--- config.mk ---
export PLATFORM = sky130hd
export DESIGN_NAME = hsp_top
export DESIGN_NICKNAME = d
export VERILOG_FILES = /design/src/hw/hsp_pkg.sv /design/src/hw/hsp_sync_if.sv /design/src/hw/hsp_top.sv /design/src/hw/hsp_sync.sv
export SDC_FILE = /design/constraint.sdc
export NUM_CORES = 1
export LEC_CHECK = 0
export ABC_AREA = 1
export BUFFER_PORTS_ARGS = -buffer_cell sky130_fd_sc_hd__clkbuf_2
export CAP_MARGIN = 10
export CORE_MARGIN = 2
export CORE_UTILIZATION = 45
export CTS_CLUSTER_DIAMETER = 150
export DETAILED_ROUTE_END_ITERATION = 6
export HOLD_SLACK_MARGIN = 0.02
export PLACE_DENSITY_LB_ADDON = 0.1
export SLEW_MARGIN = 20
export SYNTH_ARGS = -nofsm -noshare
export SYNTH_HDL_FRONTEND = slang
export SYNTH_SLANG_ARGS = --single-unit
--- constraint.sdc ---
create_clock -name mclk_in -period 1.7 [get_ports mclk_in]
set_input_delay 0 -clock mclk_in [delete_from_list [all_inputs] [get_ports mclk_in]]
set_output_delay 0 -clock mclk_in [all_outputs]
set_load 0.03 [all_outputs]
--- src/hw/hsp_pkg.sv ---
/*
  Constants, register map and encodings for the hub strap, reset and
  status pin block.
  Assumes a single 20 MHz clock and an APB master with 32-bit data.
*/
// Contract
// Outside reset must stay low at least 1 us; shorter pulses may not reset.
// With reset tied high, internal power-on reset holds logic until supply stable.
// Device runs from a 24 MHz reference, crystal or external clock.
// Suspend LED negated when unconfigured or suspended; asserted when configured active.
// Local-power sense low means bus powered only; high means local supply.
// Straps enabled: sample two fixed-port bits at reset release, codes 00 to 11.
// LED polarity from sampled code: 00/10 active high, 01/11 active low.
// Test input asserted gives XNOR continuity mode; otherwise normal operation.
// Configuration-select pins are latched at reset release and pick the method.
// Straps honoured only for enabling codes; otherwise settings come from registers.
// Sampled straps and polarity stay constant until next reset.

package hsp_pkg;

  // ----------------------------------------------------------------
  // Timing
  // ----------------------------------------------------------------
  localparam int unsigned CLK_FREQ_HZ = 20_000_000;
  localparam int unsigned CLK_MHZ = CLK_FREQ_HZ / 1_000_000;
  localparam int unsigned REF_CLK_MHZ = 24;
  localparam int unsigned RST_MIN_NS = 1000;
  localparam int unsigned RST_MIN_CYC = (RST_MIN_NS * CLK_MHZ + 999) / 1000;
  localparam int unsigned POR_TIME_US = 50;
  localparam int unsigned POR_CYC = POR_TIME_US * CLK_MHZ;
  localparam int unsigned REF_WIN_CYC = 16;

  localparam int unsigned CNT_W = 11;
  localparam logic [CNT_W-1:0] RST_LAST_CNT = CNT_W'(RST_MIN_CYC - 1);
  localparam logic [CNT_W-1:0] POR_LAST_CNT = CNT_W'(POR_CYC - 1);
  localparam logic [CNT_W-1:0] REF_WIN_CNT = CNT_W'(REF_WIN_CYC);

  // ----------------------------------------------------------------
  // Synchroniser bit positions
  // ----------------------------------------------------------------
  localparam int unsigned SY_REF = 0;
  localparam int unsigned SY_SHARED = 1;
  localparam int unsigned SY_STRAP_HI = 2;
  localparam int unsigned SY_RESET_N = 3;
  localparam int unsigned SY_TEST = 4;
  localparam int unsigned SY_SUPPLY = 5;
  localparam int unsigned SY_CFG_LSB = 6;
  localparam int unsigned SYNC_W = 9;

  // ----------------------------------------------------------------
  // Register map
  // ----------------------------------------------------------------
  localparam int unsigned ADDR_W = 8;
  localparam logic [ADDR_W-1:0] REG_CTRL = 8'h00;
  localparam logic [ADDR_W-1:0] REG_STATUS = 8'h04;

  localparam int unsigned CTRL_CODE_LSB = 0;
  localparam int unsigned CTRL_SELF_PWR_BIT = 2;
  localparam int unsigned CTRL_LED_EN_BIT = 3;
  localparam logic [31:0] CTRL_MASK = 32'h0000_000f;
  localparam logic [31:0] CTRL_RESET = 32'h0000_0008;

  localparam int unsigned ST_CFG_LSB = 0;
  localparam int unsigned ST_CODE_LSB = 3;
  localparam int unsigned ST_STRAP_EN_BIT = 5;
  localparam int unsigned ST_SELF_PWR_BIT = 6;
  localparam int unsigned ST_ACT_LOW_BIT = 7;
  localparam int unsigned ST_IN_RESET_BIT = 8;
  localparam int unsigned ST_TEST_BIT = 9;
  localparam int unsigned ST_REF_OK_BIT = 10;
  localparam int unsigned ST_STATE_LSB = 11;

  // ----------------------------------------------------------------
  // Encodings
  // ----------------------------------------------------------------
  typedef enum logic [2:0] {
    CFG_DEFAULT = 3'b000,
    CFG_SMBUS = 3'b001,
    CFG_BUS_PWR = 3'b010,
    CFG_EEPROM = 3'b011,
    CFG_DPS = 3'b100,
    CFG_DPS_LED = 3'b101,
    CFG_PLAIN = 3'b110,
    CFG_GANGED = 3'b111
  } hsp_cfg_e;

  typedef enum logic [1:0] {
    ST_POR = 2'b00,
    ST_RESET = 2'b01,
    ST_LATCH = 2'b10,
    ST_RUN = 2'b11
  } hsp_state_e;

endpackage : hsp_pkg

--- src/hw/hsp_sync_if.sv ---
/*
  Bundle of raw pin levels and their synchronised, filtered copies.
  Assumes the raw side is driven by the top and the clean side by the
  synchroniser.
*/
interface hsp_sync_if #(parameter int W = 1) ();
  logic [W-1:0] raw;
  logic [W-1:0] clean;
  modport sync_side (input raw, output clean);
  modport user_side (output raw, input clean);
endinterface : hsp_sync_if

--- src/hw/hsp_top.sv ---
/*
  Reset sequencing, strap sampling, shared suspend LED pin and APB
  register slave of the hub strap and status pin block.
  Assumes pins are asynchronous to mclk_in and the hub core signals
  are on mclk_in.
*/
// Design decisions made here: the APB interface to the registers and the address map.
module hsp_top
  import hsp_pkg::*;
(
  input wire logic mclk_in,
  input wire logic rst_in,
  input wire logic reset_n_in,
  input wire logic supply_ok_in,
  input wire logic ref_clock_in,
  input wire logic [2:0] cfg_sel_in,
  input wire logic fixed_port_strap_hi_in,
  input wire logic suspend_led_in,
  input wire logic test_mode_in,
  input wire logic hub_configured_in,
  input wire logic hub_suspended_in,
  input wire logic psel_in,
  input wire logic penable_in,
  input wire logic pwrite_in,
  input wire logic [ADDR_W-1:0] paddr_in,
  input wire logic [31:0] pwdata_in,
  output logic [31:0] prdata_out,
  output logic pready_out,
  output logic pslverr_out,
  output logic suspend_led_out,
  output logic suspend_led_oe_n_out,
  output logic crystal_out,
  output logic hub_reset_out,
  output logic [1:0] fixed_port_code_out,
  output logic self_powered_out,
  output logic strap_enabled_out,
  output logic [2:0] cfg_sel_out,
  output logic test_active_out
);

  // ----------------------------------------------------------------
  // Pin synchronisers
  // ----------------------------------------------------------------
  hsp_sync_if #(.W(SYNC_W)) pins_if ();

  assign pins_if.raw = {cfg_sel_in, supply_ok_in, test_mode_in,
                        reset_n_in, fixed_port_strap_hi_in,
                        suspend_led_in, ref_clock_in};

  hsp_sync #(.W(SYNC_W)) u_sync (
    .mclk_in(mclk_in),
    .rst_in(rst_in),
    .pins(pins_if.sync_side)
  );

  logic ref_s;
  logic shared_s;
  logic strap_hi_s;
  logic rstn_s;
  logic test_s;
  logic supply_s;
  logic [2:0] cfg_s;

  assign ref_s = pins_if.clean[SY_REF];
  assign shared_s = pins_if.clean[SY_SHARED];
  assign strap_hi_s = pins_if.clean[SY_STRAP_HI];
  assign rstn_s = pins_if.clean[SY_RESET_N];
  assign test_s = pins_if.clean[SY_TEST];
  assign supply_s = pins_if.clean[SY_SUPPLY];
  assign cfg_s = pins_if.clean[SY_CFG_LSB +: 3];

  // ----------------------------------------------------------------
  // Reference clock drive and activity monitor
  // ----------------------------------------------------------------
  logic ref_prev;
  logic ref_ok;
  logic [CNT_W-1:0] ref_idle_cnt;

  always_ff @(posedge mclk_in) begin
    if (rst_in) begin
      crystal_out <= 1'b0;
    end else begin
      crystal_out <= ~ref_clock_in;
    end
  end

  always_ff @(posedge mclk_in) begin
    if (rst_in) begin
      ref_prev <= 1'b0;
      ref_ok <= 1'b0;
      ref_idle_cnt <= '0;
    end else begin
      ref_prev <= ref_s;
      if (ref_s != ref_prev) begin
        ref_idle_cnt <= '0;
        ref_ok <= 1'b1;
      end else if (ref_idle_cnt == REF_WIN_CNT) begin
        ref_ok <= 1'b0;
      end else begin
        ref_idle_cnt <= ref_idle_cnt + 1'b1;
      end
    end
  end

  // ----------------------------------------------------------------
  // Reset sequencer
  // ----------------------------------------------------------------
  hsp_state_e state;
  hsp_state_e next_state;
  logic [CNT_W-1:0] por_cnt;
  logic [CNT_W-1:0] rst_low_cnt;

  always_comb begin
    next_state = state;
    case (state)
      ST_POR: begin
        if (supply_s && por_cnt == POR_LAST_CNT) begin
          next_state = rstn_s ? ST_LATCH : ST_RESET;
        end
      end
      ST_RESET: begin
        if (!supply_s) begin
          next_state = ST_POR;
        end else if (rstn_s) begin
          next_state = ST_LATCH;
        end
      end
      ST_LATCH: begin
        next_state = ST_RUN;
      end
      ST_RUN: begin
        if (!supply_s) begin
          next_state = ST_POR;
        end else if (!rstn_s && rst_low_cnt == RST_LAST_CNT) begin
          next_state = ST_RESET;
        end
      end
      default: begin
        next_state = ST_POR;
      end
    endcase
  end

  always_ff @(posedge mclk_in) begin
    if (rst_in) begin
      state <= ST_POR;
    end else begin
      state <= next_state;
    end
  end

  always_ff @(posedge mclk_in) begin
    if (rst_in) begin
      por_cnt <= '0;
    end else if (state != ST_POR || !supply_s) begin
      por_cnt <= '0;
    end else if (por_cnt != POR_LAST_CNT) begin
      por_cnt <= por_cnt + 1'b1;
    end
  end

  always_ff @(posedge mclk_in) begin
    if (rst_in) begin
      rst_low_cnt <= '0;
    end else if (state != ST_RUN || rstn_s) begin
      rst_low_cnt <= '0;
    end else if (rst_low_cnt != RST_LAST_CNT) begin
      rst_low_cnt <= rst_low_cnt + 1'b1;
    end
  end

  always_ff @(posedge mclk_in) begin
    if (rst_in) begin
      hub_reset_out <= 1'b1;
    end else begin
      hub_reset_out <= (state != ST_RUN);
    end
  end

  // ----------------------------------------------------------------
  // Strap and configuration latch
  // ----------------------------------------------------------------
  logic [2:0] cfg_latch;
  logic [1:0] strap_code_latch;
  logic self_pwr_latch;
  logic strap_en_latch;
  logic strap_en_now;

  assign strap_en_now = (cfg_s == CFG_DEFAULT) || (cfg_s == CFG_BUS_PWR);

  always_ff @(posedge mclk_in) begin
    if (rst_in) begin
      cfg_latch <= 3'h0;
      strap_code_latch <= 2'h0;
      self_pwr_latch <= 1'b0;
      strap_en_latch <= 1'b0;
    end else if (state == ST_LATCH) begin
      cfg_latch <= cfg_s;
      strap_en_latch <= strap_en_now;
      strap_code_latch <= {strap_hi_s, shared_s};
      self_pwr_latch <= shared_s && (cfg_s != CFG_BUS_PWR);
    end
  end

  // ----------------------------------------------------------------
  // APB register slave
  // ----------------------------------------------------------------
  logic [31:0] ctrl;
  logic [31:0] status_word;
  logic [1:0] eff_code;
  logic eff_self_pwr;
  logic active_low;
  logic setup_ph;
  logic access_ph;
  logic addr_bad;

  assign eff_code = strap_en_latch ? strap_code_latch
                                   : ctrl[CTRL_CODE_LSB +: 2];
  assign eff_self_pwr = strap_en_latch ? self_pwr_latch
                                       : ctrl[CTRL_SELF_PWR_BIT];
  assign active_low = eff_code[0];

  always_comb begin
    status_word = '0;
    status_word[ST_CFG_LSB +: 3] = cfg_latch;
    status_word[ST_CODE_LSB +: 2] = eff_code;
    status_word[ST_STRAP_EN_BIT] = strap_en_latch;
    status_word[ST_SELF_PWR_BIT] = eff_self_pwr;
    status_word[ST_ACT_LOW_BIT] = active_low;
    status_word[ST_IN_RESET_BIT] = (state != ST_RUN);
    status_word[ST_TEST_BIT] = test_s;
    status_word[ST_REF_OK_BIT] = ref_ok;
    status_word[ST_STATE_LSB +: 2] = state;
  end

  assign setup_ph = psel_in && !penable_in;
  assign access_ph = psel_in && penable_in && pready_out;
  assign addr_bad = !((paddr_in == REG_CTRL) ||
                      (paddr_in == REG_STATUS && !pwrite_in));

  always_ff @(posedge mclk_in) begin
    if (rst_in) begin
      pready_out <= 1'b0;
      pslverr_out <= 1'b0;
      prdata_out <= 32'h0000_0000;
    end else begin
      pready_out <= setup_ph;
      pslverr_out <= setup_ph && addr_bad;
      if (setup_ph && !pwrite_in && paddr_in == REG_CTRL) begin
        prdata_out <= ctrl;
      end else if (setup_ph && !pwrite_in && paddr_in == REG_STATUS) begin
        prdata_out <= status_word;
      end else begin
        prdata_out <= 32'h0000_0000;
      end
    end
  end

  always_ff @(posedge mclk_in) begin
    if (rst_in) begin
      ctrl <= CTRL_RESET;
    end else if (access_ph && pwrite_in && paddr_in == REG_CTRL) begin
      ctrl <= pwdata_in & CTRL_MASK;
    end
  end

  // ----------------------------------------------------------------
  // Shared suspend LED pin and status outputs
  // ----------------------------------------------------------------
  logic led_on;
  logic xnor_val;

  assign led_on = ctrl[CTRL_LED_EN_BIT] && hub_configured_in &&
                  !hub_suspended_in;
  assign xnor_val = ~^{cfg_s, supply_s, rstn_s, strap_hi_s, shared_s};

  always_ff @(posedge mclk_in) begin
    if (rst_in) begin
      suspend_led_out <= 1'b0;
      suspend_led_oe_n_out <= 1'b1;
    end else if (test_s) begin
      suspend_led_out <= xnor_val;
      suspend_led_oe_n_out <= 1'b0;
    end else if (state == ST_RUN) begin
      suspend_led_out <= led_on ^ active_low;
      suspend_led_oe_n_out <= 1'b0;
    end else begin
      suspend_led_out <= 1'b0;
      suspend_led_oe_n_out <= 1'b1;
    end
  end

  always_ff @(posedge mclk_in) begin
    if (rst_in) begin
      fixed_port_code_out <= 2'h0;
      self_powered_out <= 1'b0;
      strap_enabled_out <= 1'b0;
      cfg_sel_out <= 3'h0;
      test_active_out <= 1'b0;
    end else begin
      fixed_port_code_out <= eff_code;
      self_powered_out <= eff_self_pwr;
      strap_enabled_out <= strap_en_latch;
      cfg_sel_out <= cfg_latch;
      test_active_out <= test_s;
    end
  end

  // ----------------------------------------------------------------
  // Assertions
  // ----------------------------------------------------------------
  a_reset_min_low: assert property (@(posedge mclk_in) disable iff (rst_in)
    (state == ST_RUN ##1 state == ST_RESET) |->
      $past(rst_low_cnt) == RST_LAST_CNT)
    else $error("reset taken before minimum low time");

  a_reset_short_ign: assert property (@(posedge mclk_in) disable iff (rst_in)
    (state == ST_RUN && supply_s && rst_low_cnt != RST_LAST_CNT) |=>
      state == ST_RUN)
    else $error("short reset pulse left run state");

  a_por_time_hold: assert property (@(posedge mclk_in) disable iff (rst_in)
    (state == ST_POR ##1 state != ST_POR) |->
      $past(por_cnt) == POR_LAST_CNT && hub_reset_out)
    else $error("power-on reset released early");

  a_ref_idle_lost: assert property (@(posedge mclk_in) disable iff (rst_in)
    (ref_idle_cnt == REF_WIN_CNT && ref_s == ref_prev) |=> !ref_ok)
    else $error("reference loss not flagged");

  a_led_suspend_off: assert property (@(posedge mclk_in)
    disable iff (rst_in)
    (state == ST_RUN && !test_s && (!hub_configured_in || hub_suspended_in))
      |=> !suspend_led_oe_n_out && suspend_led_out == $past(active_low))

    else $error("suspend LED asserted while not active");

  a_self_pwr_latch: assert property (@(posedge mclk_in) disable iff (rst_in)
    (state == ST_LATCH && cfg_s == CFG_DEFAULT) |=>
      self_pwr_latch == $past(shared_s))
    else $error("local power level not latched");

  a_strap_sample: assert property (@(posedge mclk_in) disable iff (rst_in)
    state == ST_LATCH |=>
      strap_code_latch == $past({strap_hi_s, shared_s}))
    else $error("fixed port strap not sampled");

  a_led_polarity: assert property (@(posedge mclk_in) disable iff (rst_in)
    (state == ST_RUN && !test_s && led_on) |=>
      suspend_led_out == !$past(eff_code[0]))
    else $error("LED polarity does not follow strap code");

  a_test_drive: assert property (@(posedge mclk_in) disable iff (rst_in)
    test_s |=> !suspend_led_oe_n_out &&
      suspend_led_out == $past(xnor_val))
    else $error("test mode pin not driving XNOR");

  a_cfg_latch: assert property (@(posedge mclk_in) disable iff (rst_in)
    state == ST_LATCH |=> cfg_latch == $past(cfg_s))
    else $error("config select not latched");

  a_strap_ignored: assert property (@(posedge mclk_in) disable iff (rst_in)
    (state == ST_RUN && !strap_en_latch) |=>
      fixed_port_code_out == $past(ctrl[CTRL_CODE_LSB +: 2]))
    else $error("strap used while disabled");

  a_strap_hold: assert property (@(posedge mclk_in) disable iff (rst_in)
    (state == ST_RUN && $past(state) == ST_RUN) |->
      $stable(strap_code_latch) && $stable(cfg_latch) &&
      $stable(self_pwr_latch))
    else $error("latched straps changed outside reset");

endmodule // hsp_top

--- src/hw/hsp_sync.sv ---
/*
  Three-flop synchroniser per bit; a change is taken once the second
  and third flops agree.
  Assumes raw levels may change at any time relative to mclk_in.
*/
module hsp_sync
  import hsp_pkg::*;
#(
  parameter int W = 1
) (
  input wire logic mclk_in,
  input wire logic rst_in,
  hsp_sync_if.sync_side pins
);

  // ----------------------------------------------------------------
  // Per-bit chain
  // ----------------------------------------------------------------
  for (genvar i = 0; i < W; i++) begin : g_bit
    logic s1;
    logic s2;
    logic s3;
    logic q;
    always_ff @(posedge mclk_in) begin
      if (rst_in) begin
        s1 <= 1'b0;
        s2 <= 1'b0;
        s3 <= 1'b0;
        q <= 1'b0;
      end else begin
        s1 <= pins.raw[i];
        s2 <= s1;
        s3 <= s2;
        if (s2 == s3) begin
          q <= s2;
        end
      end
    end
    assign pins.clean[i] = q;
  end

endmodule // hsp_sync

==> results.toml, run 1 <==
[global_routing]
busiest_layer = "met2"
use_met3_pct = 4.17
grt_use_total_pct = 16.5
grt_use_met2_pct = 28.4
grt_use_met1_pct = 20.1
grt_first_pass_wirelength_um = 13600
antenna_found_initial = 0
grt_max_degree = 51
grt_pass1_vias = 3123
grt.overflow.total = 0

[final_layout]
final_cell_mix = "111 x dfxtp_1, 99 x nor2_1, 81 x inv_1"
area_delta_synth_final_pct = 16.5
n_antenna_cell = 0
nNetsFinal = 696
layout_commonest_cell = "dfxtp_1"
stdcell_area_um2 = 5040
drive_above_1_share_pct = 14.5

[sta]
worstMarginPinSlew_ns = 0.519
relSlewSlack_pct = 65.4
fin_crit_sh_pct = 90.8
setup_ws_ns = 0.157
finalHoldViolCount = 0
slew_violations = 0
rsz0062_at_grt = "false"
finClkSkew_ns = 0.0132
setup_viol = 0
min_period_ns = 1.54
finalSetupTns_ns = 0
fmax_mhz = 648

[outcome]
status = "completed"

[placed_design]
dp_slack_ns = 0.229
port_buffers = 54
placed_cell_area_um2 = 4660
dp_hpwl_um = 5870
place.gp.congestion = 0.775

[job]
max_cap_violations = 0

[worst_setup_path]
crit_start = "penable_in"
path_class = "in2reg"
rr_worst_depth = 5
cp-start-kind = "input pin"
worstReg2RegStart = "pready_out"
critPathRequiredTime_ns = 2.00
cp-end-kind = "flip-flop"
r2r_end = "ctrl[2]"
crit_fanout = 5
cp.arrival_ns = 1.84
rrSetupSlack_ns = 0.17

[drt]
firstDrtPassIters = 4
via_count = 3461
viasPerCell = 4.50
drc = 0
drtAntennaViolNets = 0
wl_per_cell_um = 10.4
wl_um = 7980
dr.first_iter.drc_count = 68

[clock_network]
clk_latency_ns = 0.37
numClockSinks = 111
cts_buffer_depth = 2
cts-buffers-inserted = 9
cts-htree-levels = 3
cts.clk_slew.worst_paths_ns = 0.10
clockRootBuffer = "clkbuf_8"
cts_tree = "done"

[synthesis]
yosysUniqueCellTypes = 33
netlist_area_um2 = 4330
ys_warn_count = 0
syn_inst = 559
yosysSeqAreaShare_pct = 51.3
synth_seq_cells = 111
syn_avg_cell_area_um2 = 7.75

[pwr]
leakagePower_nw = 2.11
vdd_drop_max_mv = 0.455
power_density_nw_per_um2 = 867

[die]
start_util_pct = 46.6
die_w_um = 102
dieArea_um2 = 10400
die_y_um = 102
core_area_um2 = 9280
pin_count = 102
rows = 35

[min_path]
hold_class = "in2reg"
hp-start = "pwrite_in"
whs_endpoint = "prdata_out[3]"
hold-path-cell-count = 4
## cell usage after synthesis
master,count,area share [%]
a211oi_1,1,0.17
a21oi_1,43,5.0
a31oi_1,2,0.29
buf_2,7,0.81
buf_4,20,3.5
clkbuf_1,2,0.17
clkbuf_2,1,0.12
clkinv_1,1,0.087
conb_1,1,0.087
dfxtp_1,111,51
ha_1,5,1.4
inv_1,81,7.0
inv_2,4,0.35
nand2_1,74,6.4
nand2_2,3,0.43
nand3_1,29,3.4
nand3b_1,2,0.35
nand4_1,9,1.3
nor2_1,100,8.7
nor2_2,6,0.87
nor3_1,6,0.69
nor3_2,3,0.69
nor3b_1,3,0.52
nor4_1,1,0.14
o21ai_0,26,3.0
o21ai_1,2,0.23
o21bai_1,2,0.35
o31ai_1,1,0.17
or2_0,1,0.14
or2_2,1,0.14
or2_4,1,0.20
xnor2_1,5,1.0
xor2_1,5,1.0
## cells by family (layout without fill, tap and decap cells)
kind of cell               after synthesis  after routing  share of synthesized area, %
other                                    1             19                        0.0866
xor gates and xnor gates                10             10                          2.02
DFF                                    111            111                          51.3
AOI/OAI and AO/OA                       77             77                          9.19
and+or+nand+nor                        239            239                          23.9
buffers and inverters                  116            179                          12.0
adders and majority gates                5              5                          1.44
## what timing repair did
item                                    4_1_cts  5_1_grt
endpoints found under the setup margin        0        4
endpoints found under the hold margin        16        0
setup buffers                                 0        0
resized for setup                             0        1
hold buffers                                 19        0
## where the power goes
group | internal (mW) | switching [mW]
combinational | 0.0833 | 0.150
clock | 0.624 | 0.864
sequential | 2.63 | 0.0181
total | 3.34 | 1.03
## worst max-delay path by stage
stage | end
after floorplan | ref_idle_cnt[10]
after CTS | prdata_out[1]
after global routing | por_cnt[3]
after global placement | ref_idle_cnt[10]
after detailed placement | ref_idle_cnt[10]
final | prdata_out[1]
## metrics by stage
step	power [mW]	utilization (%)	hold WS, ns	std cells
floorplan	2.89	-	0.0667	577
global placement	2.92	50.2	0.168	734
detailed placement	2.92	50.2	0.177	734
CTS	4.45	54.3	0.0553	769
global route	4.59	54.3	0.0473	769
finish	4.37	54.3	0.0392	769
## per-layer routing
| metal | part of all wire [%] | wire length [um] | vias to the layer above |
|---|---|---|---|
| li1 | - | - | 1867 |
| met1 | 49 | 3900 | 1517 |
| met2 | 46 | 3680 | 68 |
| met3 | 3.7 | 295 | 9 |
| met4 | 1.3 | 102 | 0 |
| met5 | 0 | 0 | - |
## flip-flops by register name, summed over array words and instances, names as in the netlist, 9 cells and up
register         flops
rst_low_cnt         11
u_sync.g_bit.s2      9
prdata_out          13
u_sync.g_bit.q       9
por_cnt             11
u_sync.g_bit.s3      9
ref_idle_cnt        11
u_sync.g_bit.s1      9
## critical path, stage by stage
cell and delay [ns]:
dlygate4sd3_1 0.53, clkbuf_2 0.11, nor2_1 0.09, dlygate4sd3_1 0.55
inv_1 0.08, nor2_2 0.22, nand2_2 0.11, a21oi_1 0.16
## layout make-up
type                    count  area (um2)
clock buffers              11         151
repair buffers             77         490
inverters                  86         323
fillers                   906        4240
multi-input cells         350        1660
well taps                 129         161
clock inverters             5        38.8
flip-flops and latches    111        2220
No activity file was read; power rests on OpenSTA's default activity.
==> run 2: changes to the inputs <==
--- a/config.mk
+++ b/config.mk
@@ -5,7 +5,7 @@
 export SDC_FILE = /design/constraint.sdc
 export NUM_CORES = 1
 export LEC_CHECK = 0
-export ABC_AREA = 1
+export ABC_AREA = 0
 export BUFFER_PORTS_ARGS = -buffer_cell sky130_fd_sc_hd__clkbuf_2
 export CAP_MARGIN = 10
 export CORE_MARGIN = 2
==> run 2 against run 1 <==
Against the previous run: wire length down 8.8%; clock skew is 0.0052 ns lower; core utilization up 1.4 points; non-clock buffer count increased by 7; via count shrank 13%; critical path type unchanged; sequential power about the same; die area fell by 4.3%; global-route usage is 1.0 points lower; highest routed layer unchanged; synthesized cell count shrank 22%; combinational power fell by 9.4%; register-to-register slack got worse by 0.02 ns.
==> results.toml, run 2 <==
[outcome]
status = "completed"

[sta]
rsz0062_at_grt = "false"
relSlewSlack_pct = 65.4
holdWs_ns = 0.187
finalHoldViolCount = 0
slew_violations = 0
fin_crit_sh_pct = 92.3
setup_viol = 0
fmax_mhz = 637
min_period_ns = 1.57
worstMarginPinSlew_ns = 0.519
finClkSkew_ns = 0.00791

[synthesis]
async_flop_share_pct = 0
synth_top_area_cell = "dfxtp_1"
synth-simple-area-share_pct = 23.7
syn_avg_cell_area_um2 = 9.49
ys_top_cells_by_count = "111 x dfxtp_1, 49 x nor2_1, 38 x nor2b_1, 31 x nand2_1, 26 x a21oi_1"
synthAdderAreaFrac_pct = 1.51
netlist_area_um2 = 4140
synthTopCellsByArea = "dfxtp_1 54%, nor2b_1 5.7%, nor2_1 4.4%, buf_4 3.4%, xnor2_1 3.4%"
yosysSeqAreaShare_pct = 53.7
ys_warn_count = 0
yosysMostFrequentCell = "dfxtp_1"
synthMuxAreaShare_pct = 2.90
synth_top_area_share_pct = 53.7
syn_inst = 436
synth_seq_cells = 111
synthFlopType = "dfxtp_1"
synth_xor_xnor_area_share_pct = 6.14
yosysUniqueCellTypes = 40
synth_top_family_by_area = "simple AND/OR/NAND/NOR gates"
synth_compound_area_share_pct = 6.05
synth_edf_count = 0

[drt]
dr.first_iter.drc_count = 101
wl_um = 7280
drc = 0
drtAntennaViolNets = 0
wl_per_cell_um = 11.7
via_count = 2999
firstDrtPassIters = 4
viasPerCell = 4.80

[die]
pin_count = 102
start_util_pct = 47.0
rows = 34
core_area_um2 = 8810
die_y_um = 99.9
dieArea_um2 = 9980
die_w_um = 99.9

[clock_network]
cts_buffer_depth = 2
cts_tree = "done"
cts-buffers-inserted = 9
cts.clk_slew.worst_paths_ns = 0.10
clockRootBuffer = "clkbuf_8"
numClockSinks = 111
clk_latency_ns = 0.36
cts_setup_buffers = 0
cts-htree-levels = 3

[min_path]
whs_endpoint = "suspend_led_out"
hold_class = "in2reg"
hp-start = "hub_configured_in"
hold-path-cell-count = 5

[pwr]
pwr-share-seq_pct = 57.8
internal-power_mw = 3.60
vdd_drop_max_mv = 0.614
power_density_nw_per_um2 = 935
switching_power_uw = 991
power_mw = 4.59
clock_power_share_pct = 37.6
leakagePower_nw = 1.96
power_frac_comb_pct = 4.6
switching_share_pct = 21.6

[placed_design]
place.gp.congestion = 0.808
dp_hpwl_um = 5150
port_buffers = 54

[worst_setup_path]
path_class = "in2reg"
slowest_stage = "dlygate4sd3_1"
cp.arrival_ns = 1.87
crit_start = "rst_in"
path_cells = "dlygate4sd3_1 -> clkbuf_2 -> nor3b_1 -> or4b_1 -> nor2_1 -> and2_1"
rrSetupSlack_ns = 0.15
rr_worst_depth = 4
cp-start-kind = "input pin"
r2r_end = "por_cnt[3]"
worstReg2RegStart = "por_cnt[3]"
crit_path_max_incr_delay_ns = 0.53
cp-end-kind = "flip-flop"
crit_fanout = 5
critPathRequiredTime_ns = 2.00

[final_layout]
final_cell_mix = "111 x dfxtp_1, 54 x clkbuf_2, 49 x nor2_1"
nNetsFinal = 573
largest_reg_flops = 13
regMostFlops = "prdata_out"
layout_commonest_cell = "dfxtp_1"
drive_above_1_share_pct = 16.8
area_delta_synth_final_pct = 18.7
n_antenna_cell = 0

[global_routing]
grt_use_total_pct = 15.4
grt.overflow.total = 0
antenna_found_initial = 0
grt_max_degree = 54
grt_pass1_vias = 2713
grt_first_pass_wirelength_um = 12400

[job]
max_cap_violations = 0
## run 2: cell types whose count changed after synthesis, moves of 12 or more
cell,change
nand2_1,-43
nor2b_1,+38
o21ai_0,-12
inv_1,-73
a21oi_1,-17
nand3_1,-17
mux2i_1,+12
nor2_1,-51
## run 2: timing repair
item	4_1_cts	5_1_grt
hold buffers	19	0
endpoints found under the hold margin	23	0
endpoints found under the setup margin	2	0
resized for setup	1	0
## run 2: critical path, delay by kind of cell
kind,cells,cell delay (ns)
buffers and inverters,2,0.66
and+or+nand+nor,4,1.22
## run 2: cell families after synthesis
logic type	Yosys count
AO/OA/AOI/OAI	46
adder cells (fa/ha/maj)	5
other	1
flip-flops	111
multiplexers	12
AND/OR/NAND/NOR	187
buffers and inverters	45
XOR/XNOR	29
## run 2: worst max-delay path by stage
stage,depth (start not counted),slack [ns],end
finish,6,0.13,prdata_out[9]
global route,6,0.02,prdata_out[9]
CTS,4,0.14,state[0]
detailed placement,4,-0.02,ctrl[3]
global placement,4,-0.005,ctrl[3]
floorplan,4,0.04,por_cnt[3]
## run 2: power by group through the flow
stage | Clock, mW | Sequential, mW | Combinational (mW)
6_report | 1.72 | 2.65 | 0.212
5_1_grt | 1.89 | 2.66 | 0.233
4_1_cts | 1.79 | 2.65 | 0.213
3_5_place_dp | 0 | 2.71 | 0.181
3_3_place_gp | 0 | 2.71 | 0.179
2_1_floorplan | 0 | 2.71 | 0.160
## run 2: metal layers
metal / share of wire, % / up-vias / GRT usage (%)
li1: - / 1562 / -
met3: 4.4 / 7 / 3.69
met5: 0 / - / 0
met4: 1.3 / 0 / 5.80
met1: 49 / 1371 / 20.6
met2: 46 / 59 / 24.4
## run 2: cell type report
cell class | count | area (um2)
tap | 108 | 135
clock inverter | 6 | 91.3
inverter | 8 | 30.0
fill | 817 | 3900
sequential | 111 | 2220
multi-input combinational | 298 | 1750
clock buffer | 10 | 138
timing repair buffer | 84 | 543
## run 2: per-stage QoR
step	TNS, ns	setup WS, ns	cells	utilization, %	area, um2
4_1_cts	0	0.135	625	55.7	4910
5_1_grt	0	0.0237	625	55.7	4910
3_3_place_gp	-0.00464	-0.00464	590	50.9	4490
3_5_place_dp	-0.0212	-0.0212	590	50.9	4490
6_report	0	0.131	625	55.7	4910
2_1_floorplan	0	0.0403	454	-	4210
==> run 3: changes to the inputs <==
--- a/config.mk
+++ b/config.mk
@@ -9,7 +9,7 @@
 export BUFFER_PORTS_ARGS = -buffer_cell sky130_fd_sc_hd__clkbuf_2
 export CAP_MARGIN = 10
 export CORE_MARGIN = 2
-export CORE_UTILIZATION = 45
+export CORE_UTILIZATION = 35
 export CTS_CLUSTER_DIAMETER = 150
 export DETAILED_ROUTE_END_ITERATION = 6
 export HOLD_SLACK_MARGIN = 0.02
==> run 3 against run 2 <==
Against the previous run: maximum frequency fell by 1.7%; register-to-register slack worse by 0.05 ns; sequential share of layout area is 1.3 points lower; combinational power is essentially flat; clock power grew 24%; sequential power about the same; first-iteration DRC count is 61% higher; total power grew 8.8%; core utilization shrank 12 points; critical path type is now reg2reg; clock-buffer cell count rose by 1.
==> results.toml, run 3 (synthesis gave the netlist of run 2 again) <==
[global_routing]
grt_use_total_pct = 12.8
antenna_found_initial = 0
grt.overflow.total = 0
grt_pass1_vias = 2759
grt_max_degree = 43
grt_first_pass_wirelength_um = 13100

[pwr]
power_density_nw_per_um2 = 988
power_mw = 4.99
vdd_drop_max_mv = 0.875
leakagePower_nw = 2.01

[worst_setup_path]
crit_fanout = 4
cp.arrival_ns = 1.83
crit_start = "por_cnt[3]"
r2r_end = "por_cnt[1]"
cp-start-kind = "flip-flop"
rrSetupSlack_ns = 0.10
rr_worst_depth = 5
cp-end-kind = "flip-flop"
crit_path_max_incr_delay_ns = 0.55
crit_family = "simple AND/OR/NAND/NOR gates"
path_class = "reg2reg"
cp-endpoint = "por_cnt[1]"
slowest_stage = "or4b_4"
path_cells = "or4b_4 -> nor3_4 -> buf_6 -> mux2i_1 -> nor2_1"
critPathBufInv = 1
critPathRequiredTime_ns = 1.94
cp.depth = 5
worstReg2RegStart = "por_cnt[3]"

[final_layout]
layout_commonest_cell = "dfxtp_1"
regMostFlops = "prdata_out"
area_delta_synth_final_pct = 22.1
final_util_pct = 44.1
largest_reg_flops = 13
nNetsFinal = 576
final_cell_mix = "111 x dfxtp_1, 54 x clkbuf_2, 49 x nor2_1"
n_antenna_cell = 0
drive_above_1_share_pct = 17.3

[min_path]
hold_class = "in2reg"
hp-start = "rst_in"

[die]
start_util_pct = 36.1
pin_count = 102
die_w_um = 113
core_area_um2 = 11500
dieArea_um2 = 12700
rows = 39
die_y_um = 113

[outcome]
status = "completed"

[drt]
wl_per_cell_um = 11.5
dr.first_iter.drc_count = 163
drtAntennaViolNets = 0
drc = 0
viasPerCell = 4.52
firstDrtPassIters = 4
via_count = 2994
wl_um = 7590

[placed_design]
port_buffers = 54
dp_hpwl_um = 5430
dp_slack_ns = -0.0322
place.gp.congestion = 0.792

[sta]
fmax_mhz = 627
min_period_ns = 1.60
fin_crit_sh_pct = 93.9
slew_violations = 0
finClkSkew_ns = 0.00563
finalHoldViolCount = 0
rsz0062_at_grt = "false"
setup_viol = 0
setup_ws_ns = 0.104

[clock_network]
cts.clk_slew.worst_paths_ns = 0.07
cts_tree = "done"
numClockSinks = 111
clockRootBuffer = "clkbuf_16"
cts-buffers-inserted = 9
cts-htree-levels = 3
cts_buffer_depth = 2
clk_latency_ns = 0.34

[job]
max_cap_violations = 0
-- run 3: report_power, final --
group / internal [mW] / switching (mW)
clock network: 1.22 / 0.904
logic: 0.0852 / 0.127
registers: 2.63 / 0.0179
-- run 3: how the worst min path moves through the flow --
| stage | endpoint | slack [ns] | cells past startpoint |
|---|---|---|---|
| finish | u_sync.g_bit[4].s1 | 0.12 | 3 |
| detailed placement | crystal_out | 0.20 | 2 |
| global placement | crystal_out | 0.20 | 2 |
| CTS | ref_prev | 0.11 | 3 |
| floorplan | crystal_out | 0.07 | 1 |
| global route | u_sync.g_bit[3].s3 | 0.12 | 3 |
-- run 3: worst register-to-register path, stage by stage (launching register included) --
cell and delay, ns:
dfxtp_1 0.31, or4b_4 0.55, nor3_4 0.27, buf_6 0.15
mux2i_1 0.17, nor2_1 0.05
-- run 3: metrics by stage --
stage	hold slack [ns]	setup TNS, ns	instance area (um2)	std cells
2_1_floorplan	0.0667	0	4210	454
3_3_place_gp	0.202	-0.00354	4540	627
3_5_place_dp	0.197	-0.0472	4540	627
4_1_cts	0.111	0	5050	662
5_1_grt	0.116	0	5050	662
6_report	0.122	0	5050	662
-- run 3: timing repair --
item                                    in CTS  in global routing
endpoints found under the setup margin       1                  0
setup buffers                                2                  0
resized for setup                            2                  0
endpoints found under the hold margin       17                  0
hold buffers                                18                  0
-- run 3: area by class of cell --
cell class	count	area (um2)
Sequential cell	111	2220
Clock buffer	11	253
Timing Repair Buffer	87	567
Multi-Input combinational cell	298	1750
Tap cell	143	179
Clock inverter	4	52.6
Fill cell	1096	6410
Inverter	8	30.0
-- run 3: metal layers --
metal | vias to the layer above | GRT usage, % | wire [um]
met5 | - | 0 | 0
met4 | 0 | 3.98 | 62
met3 | 5 | 4.82 | 312
met2 | 43 | 18.5 | 3350
met1 | 1379 | 17.8 | 3860
li1 | 1567 | - | -
